## src/design/acf_defs.svh

```systemverilog
`ifndef ACF_DEFS_SVH
`define ACF_DEFS_SVH
`define ACF_MAIN_W 32
`define ACF_AUX_W 24
`define ACF_MAIN_ZERO 32'h00000000
`define ACF_MAIN_MAX 32'h7fffffff
`define ACF_MAIN_MIN 32'h80000000
`define ACF_AUX_ZERO 24'h000000
`define ACF_AUX_MAX 24'h7fffff
`define ACF_AUX_MIN 24'h800000
`define ACF_PAD_BYTE 8'h00
`define ACF_DATA_RST 32'h00000000
`define ACF_ACC_W 40
`endif

```

## src/design/acf_pkg.sv

```systemverilog
package acf_pkg;
   typedef enum logic [1:0] {ACF_SEL_MAIN, ACF_SEL_AUX} acf_sel_e;
   typedef enum logic [2:0] {
      ACF_ST_IDLE, ACF_ST_STATUS, ACF_ST_DATA, ACF_ST_CHECK
   } acf_state_e;
endpackage

```

## src/design/acf_formatter.sv

```systemverilog
// Function
// - Main result is 32-bit two's complement, shifted out bit 31 first.
// - Zero main input yields all-zero 32-bit code.
// - Main code saturates at 7fffffff and 80000000.
// - Auxiliary code saturates at 7fffff and 800000.
// - Code step exponent equals word width: 32 main, 24 auxiliary.
// - Main result is four bytes, 31:24 first; read-only, zero after reset.
// - Auxiliary result is 24-bit two's complement, bit 23 first.
// - Zero auxiliary input yields all-zero 24-bit code.
// - Auxiliary bytes are followed by a zero pad byte before checksum.
// - Without status byte, data bytes move forward to lead the frame.
`timescale 1ns/1ns
`include "acf_defs.svh"
module acf_formatter #(
   parameter int ACC_W = `ACF_ACC_W
) (
   input wire logic clock,
   input wire logic rst_n,
   input wire logic main_valid,
   input wire logic signed [ACC_W-1:0] main_raw,
   input wire logic aux_valid,
   input wire logic signed [ACC_W-1:0] aux_raw,
   input wire logic start,
   input wire acf_pkg::acf_sel_e sel,
   input wire logic status_en,
   input wire logic check_en,
   input wire logic [7:0] status_byte,
   input wire logic [7:0] check_byte,
   input wire logic shift,
   output logic sdo,
   output logic busy,
   output logic byte_last,
   output logic [`ACF_MAIN_W-1:0] main_word,
   output logic [`ACF_AUX_W-1:0] aux_word
);
   import acf_pkg::*;

   acf_state_e state;
   logic [7:0] sreg;
   logic [2:0] bit_cnt;
   logic [1:0] byte_idx;
   logic [`ACF_MAIN_W-1:0] frame_data;
   logic frame_aux;
   logic last_bit;
   logic [7:0] next_byte_data;
   logic [7:0] next_first;

   ////////////////////////////////////////////////////////////////////
   // Saturation: wide filter results are clamped to the word range
   function automatic logic [`ACF_MAIN_W-1:0] sat_main(
      input logic signed [ACC_W-1:0] v);
      logic signed [ACC_W-1:0] hi;
      logic signed [ACC_W-1:0] lo;
      hi = ACC_W'(signed'(`ACF_MAIN_MAX));
      lo = -hi - ACC_W'(1);
      if (v >= hi) sat_main = `ACF_MAIN_MAX;
      else if (v <= lo) sat_main = `ACF_MAIN_MIN;
      else sat_main = v[`ACF_MAIN_W-1:0];
   endfunction

   function automatic logic [`ACF_AUX_W-1:0] sat_aux(
      input logic signed [ACC_W-1:0] v);
      logic signed [ACC_W-1:0] hi;
      logic signed [ACC_W-1:0] lo;
      hi = ACC_W'(signed'({8'h00, `ACF_AUX_MAX}));
      lo = -hi - ACC_W'(1);
      if (v >= hi) sat_aux = `ACF_AUX_MAX;
      else if (v <= lo) sat_aux = `ACF_AUX_MIN;
      else sat_aux = v[`ACF_AUX_W-1:0];
   endfunction

   // Holding registers, read-only to the host, zero after reset
   always_ff @(posedge clock or negedge rst_n) begin
      if (!rst_n) begin
         main_word <= `ACF_DATA_RST;
      end else if (main_valid) begin
         main_word <= sat_main(main_raw);
      end
   end

   always_ff @(posedge clock or negedge rst_n) begin
      if (!rst_n) begin
         aux_word <= `ACF_AUX_ZERO;
      end else if (aux_valid) begin
         aux_word <= sat_aux(aux_raw);
      end
   end

   ////////////////////////////////////////////////////////////////////
   // Byte sequencing. Data are snapshotted at start so a result update
   // mid-frame cannot tear the word; the full 32 bits always go out.
   assign last_bit = (bit_cnt == 3'h7);

   always_comb begin
      // Aux frame: three data bytes then the zero pad byte
      next_byte_data = frame_data[31-8*byte_idx-:8];
   end

   always_comb begin
      if (status_en) next_first = status_byte;
      else next_first = (sel == ACF_SEL_AUX) ? aux_word[23:16]
                                             : main_word[31:24];
   end

   always_ff @(posedge clock or negedge rst_n) begin
      if (!rst_n) begin
         state <= ACF_ST_IDLE;
         sreg <= 8'h00;
         bit_cnt <= 3'h0;
         byte_idx <= 2'h0;
         frame_data <= `ACF_DATA_RST;
         frame_aux <= 1'b0;
      end else begin
         case (state)
            ACF_ST_IDLE: begin
               if (start) begin
                  frame_aux <= (sel == ACF_SEL_AUX);
                  frame_data <= (sel == ACF_SEL_AUX) ?
                     {aux_word, `ACF_PAD_BYTE} : main_word;
                  sreg <= next_first;
                  bit_cnt <= 3'h0;
                  byte_idx <= status_en ? 2'h0 : 2'h1;
                  state <= status_en ? ACF_ST_STATUS : ACF_ST_DATA;
               end
            end
            ACF_ST_STATUS, ACF_ST_DATA: begin
               if (shift) begin
                  sreg <= {sreg[6:0], 1'b0};
                  bit_cnt <= bit_cnt + 3'h1;
                  if (last_bit) begin
                     if (state == ACF_ST_STATUS) begin
                        sreg <= frame_data[31:24];
                        // Index 0 marks the final data byte, so skip it
                        byte_idx <= 2'h1;
                        state <= ACF_ST_DATA;
                     end else if (byte_idx == 2'h0) begin
                        if (check_en) begin
                           sreg <= check_byte;
                           state <= ACF_ST_CHECK;
                        end else begin
                           state <= ACF_ST_IDLE;
                        end
                     end else begin
                        sreg <= next_byte_data;
                        byte_idx <= byte_idx + 2'h1;
                     end
                  end
               end
            end
            ACF_ST_CHECK: begin
               if (shift) begin
                  sreg <= {sreg[6:0], 1'b0};
                  bit_cnt <= bit_cnt + 3'h1;
                  if (last_bit) state <= ACF_ST_IDLE;
               end
            end
            default: state <= ACF_ST_IDLE;
         endcase
      end
   end

   assign sdo = sreg[7];
   assign busy = (state != ACF_ST_IDLE);
   assign byte_last = busy && last_bit;

   ////////////////////////////////////////////////////////////////////
   property p_main_sat_hi;
      @(posedge clock) disable iff (!rst_n)
      main_valid && main_raw >= ACC_W'(signed'(`ACF_MAIN_MAX))
      |=> main_word == `ACF_MAIN_MAX;
   endproperty
   a_main_sat_hi: assert property (p_main_sat_hi)
      else $error("main high saturation wrong");

   property p_main_sat_lo;
      @(posedge clock) disable iff (!rst_n)
      main_valid && main_raw < -ACC_W'(signed'(`ACF_MAIN_MAX))
      |=> main_word == `ACF_MAIN_MIN;
   endproperty
   a_main_sat_lo: assert property (p_main_sat_lo)
      else $error("main low saturation wrong");

   property p_main_zero;
      @(posedge clock) disable iff (!rst_n)
      main_valid && main_raw == '0 |=> main_word == `ACF_MAIN_ZERO;
   endproperty
   a_main_zero: assert property (p_main_zero)
      else $error("main zero code wrong");

   property p_aux_sat;
      @(posedge clock) disable iff (!rst_n)
      aux_valid && aux_raw >= ACC_W'(signed'({8'h00, `ACF_AUX_MAX}))
      |=> aux_word == `ACF_AUX_MAX;
   endproperty
   a_aux_sat: assert property (p_aux_sat)
      else $error("aux saturation wrong");

   property p_aux_zero;
      @(posedge clock) disable iff (!rst_n)
      aux_valid && aux_raw == '0 |=> aux_word == `ACF_AUX_ZERO;
   endproperty
   a_aux_zero: assert property (p_aux_zero)
      else $error("aux zero code wrong");

   property p_first_msb;
      @(posedge clock) disable iff (!rst_n)
      state == ACF_ST_IDLE && start && !status_en && sel == ACF_SEL_MAIN
      |=> sdo == $past(main_word[31]);
   endproperty
   a_first_msb: assert property (p_first_msb)
      else $error("main msb not first");

   property p_aux_msb;
      @(posedge clock) disable iff (!rst_n)
      state == ACF_ST_IDLE && start && !status_en && sel == ACF_SEL_AUX
      |=> sdo == $past(aux_word[23]);
   endproperty
   a_aux_msb: assert property (p_aux_msb)
      else $error("aux msb not first");

   property p_pad;
      @(posedge clock) disable iff (!rst_n)
      state == ACF_ST_DATA && frame_aux && byte_idx == 2'h0
      && bit_cnt == 3'h0 |-> sreg == `ACF_PAD_BYTE;
   endproperty
   a_pad: assert property (p_pad)
      else $error("pad byte not zero");

   property p_status_to_data;
      @(posedge clock) disable iff (!rst_n)
      state == ACF_ST_STATUS && shift && last_bit
      |=> state == ACF_ST_DATA && byte_idx == 2'h1
      && sreg == frame_data[31:24];
   endproperty
   a_status_to_data: assert property (p_status_to_data)
      else $error("data does not follow status");

   property p_second_byte;
      @(posedge clock) disable iff (!rst_n)
      state == ACF_ST_DATA && shift && last_bit && byte_idx == 2'h1
      |=> sdo == frame_data[23];
   endproperty
   a_second_byte: assert property (p_second_byte)
      else $error("byte order wrong");
endmodule

```

## config.mk

```make
export PLATFORM = sky130hd
export DESIGN_NAME = acf_formatter
export DESIGN_NICKNAME = d
export VERILOG_FILES = /design/src/design/acf_pkg.sv /design/src/design/acf_formatter.sv
export VERILOG_INCLUDE_DIRS = /design/src /design/src/design
export SDC_FILE = /design/constraint.sdc
export NUM_CORES = 1
export LEC_CHECK = 0
export BUFFER_PORTS_ARGS = -buffer_cell sky130_fd_sc_hd__buf_2
export CORE_MARGIN = 8
export CORE_UTILIZATION = 47
export DETAILED_ROUTE_END_ITERATION = 7
export GPL_TIMING_DRIVEN = 0
export PLACE_DENSITY = 0.77
export SLEW_MARGIN = 20
export SYNTH_ARGS = -nofsm -noshare
export SYNTH_HDL_FRONTEND = slang
export SYNTH_SLANG_ARGS = --single-unit
```

## constraint.sdc

```tcl
create_clock -name clock -period 2.16 [get_ports clock]
set_clock_uncertainty 0.1 [all_clocks]
set_input_delay 0.216 -clock clock [delete_from_list [all_inputs] [get_ports clock]]
set_output_delay 0.216 -clock clock [all_outputs]
set_load 0.01 [all_outputs]
```

# Yosys cells after proc, flatten, opt, wreduce, memory -nomap -nowiden
# Index checks and enable logic that the tools add are counted.
# word_totals
register_bits,104
in_bits,106
# op_classes
addsub,3
n_lt_le_gt_ge,4
eq_ne,13
shifts,1
muxes,35
n_reduce_logical,14
# op_table
operator,count
32-bit two-way mux,3
8-bit two-way mux,9
24-bit two-way mux,2
40-bit by 24-bit greater-or-equal comparator with 1-bit output (second input constant),1
40-bit by 32-bit greater-or-equal comparator with 1-bit output (second input constant),1
40-bit by 24-bit less-or-equal comparator with 1-bit output (second input constant),1
40-bit by 32-bit less-or-equal comparator with 1-bit output (second input constant),1
39-bit by 33-bit variable part select with 8-bit output,1
3-bit two-way mux,9
8-bit case mux with 3 select lines,1
2-bit two-way mux,7
2-bit inequality test (second input constant),5
3-bit case mux with 3 select lines,1
3-bit by 2-bit equality test with 1-bit output (second input constant),2
3-bit inequality test (second input constant),2
3-bit case mux with 2 select lines,1
6-bit AND reduction,1
3-bit nonzero test,2
5-bit by 5-bit subtractor with 6-bit output (first input constant),1
5-bit AND reduction,1
2-bit case mux with 2 select lines,1
4-bit AND reduction,1
2-bit nonzero test,2
3-bit by 1-bit adder with 3-bit output (second input constant),1
13 further kinds,13

# Logic depth before layout (Yosys ltp)
# depth
depth_word,7
ltp_mapped,9

# Worst setup path after synthesis
# No wires, ideal clock.
# synth_timing
path_kind,register to register
start,register byte_idx[1]
end,register sreg[1]
arrival_time_ps,2006
t_required_ps,1923
path_slack_ps,-83
path_stages_with_launch,10
path_buffers,2
period_less_slack_ps,2243
path_cell_list,dfrtp_1 > clkbuf_1 > inv_1 > ha_1 > nor3_1 > or2_2 > clkbuf_1 > a221o_1 > a22oi_1 > o21ai_0
# synth_via
elab_chain_len,7
word_cells_on_any_way,8
# synth_rtl
item,line_no,source
from (decl),acf_formatter.sv:41,logic [1:0] byte_idx;
from (signal assigned),acf_formatter.sv:122,byte_idx <= status_en ? 2'h0 : 2'h1;
from (signal assigned),acf_formatter.sv:145,byte_idx <= byte_idx + 2'h1;
5-bit by 5-bit subtractor with 6-bit output,acf_formatter.sv:96,next_byte_data = frame_data[31-8*byte_idx-:8];
39-bit by 33-bit variable part select with 8-bit output,acf_formatter.sv:96,
8-bit two-way mux (*),acf_formatter.sv:136,end else if (byte_idx == 2'h0) begin
8-bit two-way mux (*),acf_formatter.sv:131,if (state == ACF_ST_STATUS) begin
8-bit two-way mux (*),acf_formatter.sv:130,if (last_bit) begin
8-bit two-way mux (*),acf_formatter.sv:127,if (shift) begin
8-bit case mux with 3 select lines (*),acf_formatter.sv:114,case (state)
to (signal assigned),acf_formatter.sv:120,sreg <= next_first;
to (signal assigned),acf_formatter.sv:128,"sreg <= {sreg[6:0], 1'b0};"
to (signal assigned),acf_formatter.sv:132,sreg <= frame_data[31:24];
to (decl),acf_formatter.sv:39,logic [7:0] sreg;
# Mark *: on every way between the ends. The rest lies on a longest branch, timed or not. The select of a mux whose other input is x is not followed.
# A chain may end at the register's enable or synchronous reset.

# Worst setup path after layout
# Same ends and word-level chain as after synthesis.

==> key figures <==
Run status
  – Run status: completed

Route
  – Count of unresolved DRC violations after routing: 0
  – Final wirelength: roughly 19 mm
  – Remaining antenna violation count after routing: 0
  – Total via count in the routed design: 5799
  – WL met2: 9.22 mm
  – Detailed route wirelength on metal3: roughly 1.7 mm
  – Average wire per standard cell: 20.7 um
  – First-iteration detailed-routing DRC count: ~550
  – Top layer used by detailed routing: met4
  – First drt pass iteration count: 5
  – Met1 wire length: between 7 and 8 mm
  – Vias per cell: roughly 6.2

Logic synthesis
  – Mean Syn Cell Area: around 9 sq um
  – Top FF cell, synth: sky130_fd_sc_hd__dfrtp_1
  – Count of state elements after synthesis: 103
  – Sequential-to-total area share from yosys stat: 46.6%
  – Mapped Cells: between 600 and 700
  – Count of synthesis-stage warnings from yosys: 0
  – Number of distinct standard cells referenced by the synthesized netlist: 40
  – Netlist area before placement: around 5500 sq um
  – Share of synthesized registers carrying an async set or reset: between 90% and 100%
  – Number of flops mapped to enable cells by yosys: 0
  – Synthesized net count: ~730

Job
  – MaxCap Viol Count: 0

Floorplanning
  – Starting density of the core: about half
  – Number of rows in the core area: 39
  – Die height: roughly 120 um
  – Floorplan Core Area: 11500 sq um
  – Count of pins on the block boundary: roughly 170
  – Die area: about 16000 sq um
  – Floorplan die width: ~120 um

Clock tree
  – Number of CTS-inserted buffers: 9
  – Clock tree from TritonCTS: done
  – Clock latency reported for the late side of the worst-skew pair: between 0.3 and 0.4 ns
  – Clk sink count: 103
  – Clock tree buffer depth: 2
  – Clock slew at the register clock pins of the worst setup and hold paths: roughly 0.070 ns
  – Root Driver: sky130_fd_sc_hd__clkbuf_16
  – # H-tree levels: 3
  – Buffers inserted by post-CTS timing repair: 0

Power and ir drop
  – Power density over the cells: 1040 nW/um^2
  – Lkg Pwr: between 2 and 3 nW
  – Peak ir drop on the vdd network: 0.000622 V
  – Post-layout total power: about 0.007 W

STA
  – Worst slew margin: between 60% and 70%
  – Final max-slew violation count: 0
  – Final hold violation count: 0
  – Final Critical Period: 2.08 ns
  – RSZ-0062 raised after global routing: true
  – Measured slew at the worst slew-check pin: between 0.5 and 0.6 ns
  – Maximum clock frequency: 482 MHz
  – Final critical-path share of the clock period: between 90% and 100%
  – Number of failing setup endpoints in the final timing report: 0
  – Final WS setup: around 0.085 ns

Place
  – Worst-case setup slack after placement: -0.475 ns
  – Post-DP HPWL: ~15 mm
  – Input/output buffers: 160
  – Routability cong.: ~0.91

Layout
  – # fillers: approximately 1000
  – Fin nets: just under 900
  – Layout Area Growth over Synthesis: 25.1%
  – Antenna diode instance count: 0
  – Share of final-layout standard cells stronger than drive strength 1: a little over a quarter

Global route
  – Maximum number of pins on one net before global-route repair: 86
  – Aggregate global-route resource usage: roughly a quarter
  – Via count of the first global-routing pass: between 5000 and 6000
  – Overflow left after global routing: 0
  – First-pass GRT wire length: 31.0 mm
  – Antenna violations before repair: 0

Setup path
  – Critical path class: reg2reg
  – Worst Path Arrival: roughly 2.2 ns
  – Critical path launch point type: flip-flop
  – Data required time of the worst path: around 2.3 ns
  – Max FO, Critical Path: 10
  – Kind of end point of the critical path: flip-flop

Hold path
  – Type of the tightest min-delay check: in2reg
critical path, stage by stage (launching register included):
cell	delay (ns)
sky130_fd_sc_hd__dfrtp_1	0.42
sky130_fd_sc_hd__buf_6	0.17
sky130_fd_sc_hd__inv_2	0.08
sky130_fd_sc_hd__ha_4	0.18
sky130_fd_sc_hd__nor3_1	0.07
sky130_fd_sc_hd__or2_4	0.27
sky130_fd_sc_hd__a221o_1	0.38
sky130_fd_sc_hd__a22oi_1	0.18
sky130_fd_sc_hd__o21ai_0	0.11
final cells by class:
type / count / area, sq um / area share [%]
tap: 143 / 179 / 2.58
multi-input combinational: 459 / 2770 / 40.0
sequential: 103 / 2580 / 37.2
clock inverter: 6 / 92.6 / 1.34
clock buffer: 10 / 229 / 3.31
timing repair buffer: 162 / 845 / 12.2
buffer: 41 / 204 / 2.95
inverter: 6 / 23.8 / 0.343
Yosys cell counts (all sizes together), types with 5 or more instances:
library cell / number / area, sq um
o21ai: 111 / 559
o211ai: 6 / 45.0
inv: 5 / 18.8
nand2: 61 / 231
a22oi: 8 / 60.1
nor4: 17 / 106
a22o: 8 / 70.1
a21oi: 16 / 80.1
nand3: 5 / 25.0
a221o: 6 / 60.1
nor2: 63 / 236
mux2i: 39 / 390
o2bb2ai: 5 / 43.8
dfrtp: 103 / 2580
buf: 8 / 65.1
nor3: 5 / 25.0
ha: 6 / 75.1
clkbuf: 38 / 143
nor2b: 6 / 37.5
or4: 5 / 37.5
o22ai: 53 / 344
nand4: 21 / 131
per-stage QoR:
step	hold slack [ns]	area (sq um)	cells	setup TNS (ns)	utilization (%)
final	0.0188	6920	930	0	60.4
after global routing	0.0304	6920	930	-0.0516	60.4
after CTS	0.0106	6890	930	0	60.1
after detailed placement	-0.0231	6550	918	-3.91	57.2
after global placement	0.361	6520	917	-32.22	56.9
after floorplan	-0.180	5540	614	0	-
metal layers:
| metal | global-route usage [%] | vias up |
|---|---|---|
| met5 | 0 | - |
| met4 | 8.22 | 0 |
| met3 | 5.23 | 44 |
| met2 | 39.6 | 352 |
| met1 | 30.8 | 2768 |
| li1 | - | 2635 |
worst paths after layout:
path	startpoint	to	slack (ns)	depth (start not counted)
setup / recovery	byte_idx[1]	sreg[1]	0.08	8
hold / removal	start	bit_cnt[0]	0.02	2
setup reg to reg	byte_idx[1]	sreg[1]	0.08	8
hold reg to reg	sreg[7]	sreg[7]	0.39	2
max in group asynchronous	rst_n	main_word[18]	1.10	3
min in group asynchronous	rst_n	sreg[1]	0.18	2
flip-flops by register name, indices dropped and copies added, names as in the netlist:
signal      count
frame_data     32
main_word      32
aux_word       24
sreg            8
bit_cnt         3
byte_idx        2
state           2
logic make-up (layout without fill, tap and decap cells):
family,Yosys count,count (layout),share of synthesized area [%]
DFF,103,103,46.6
buffers and inverters,52,225,4.16
and+or+nand+nor,190,190,15.9
AOI/OAI and AO/OA,220,220,23.8
adders and majority gates,6,6,1.36
xor gates and xnor gates,1,1,0.158
muxes,42,42,8.07
layout by cell type, fill, tap and decap left out, types with 8 or more instances in the layout:
master	n
sky130_fd_sc_hd__a22o_1	8
sky130_fd_sc_hd__nor4_1	17
sky130_fd_sc_hd__nand2_1	60
sky130_fd_sc_hd__a22oi_1	8
sky130_fd_sc_hd__o21ai_0	108
sky130_fd_sc_hd__clkbuf_1	29
sky130_fd_sc_hd__mux2i_1	39
sky130_fd_sc_hd__nor2_1	61
sky130_fd_sc_hd__o22ai_1	51
sky130_fd_sc_hd__nand4_1	21
sky130_fd_sc_hd__a21oi_1	16
sky130_fd_sc_hd__dfrtp_1	102
sky130_fd_sc_hd__buf_2	163
sky130_fd_sc_hd__clkbuf_16	9
power by group:
part	internal [W]	switching (W)
registers	0.00246	0.000475
logic	0.00101	0.00148
clock network	0.00103	0.000750
repair_timing:
item / in CTS / in global routing
hold buffers: 1 / 0
hold endpoints to repair: 103 / 0
pin swaps: 0 / 0
setup endpoints to repair: 12 / 38
gates resized for setup: 10 / 15
Note: power is estimated with default switching activity, not from simulation.
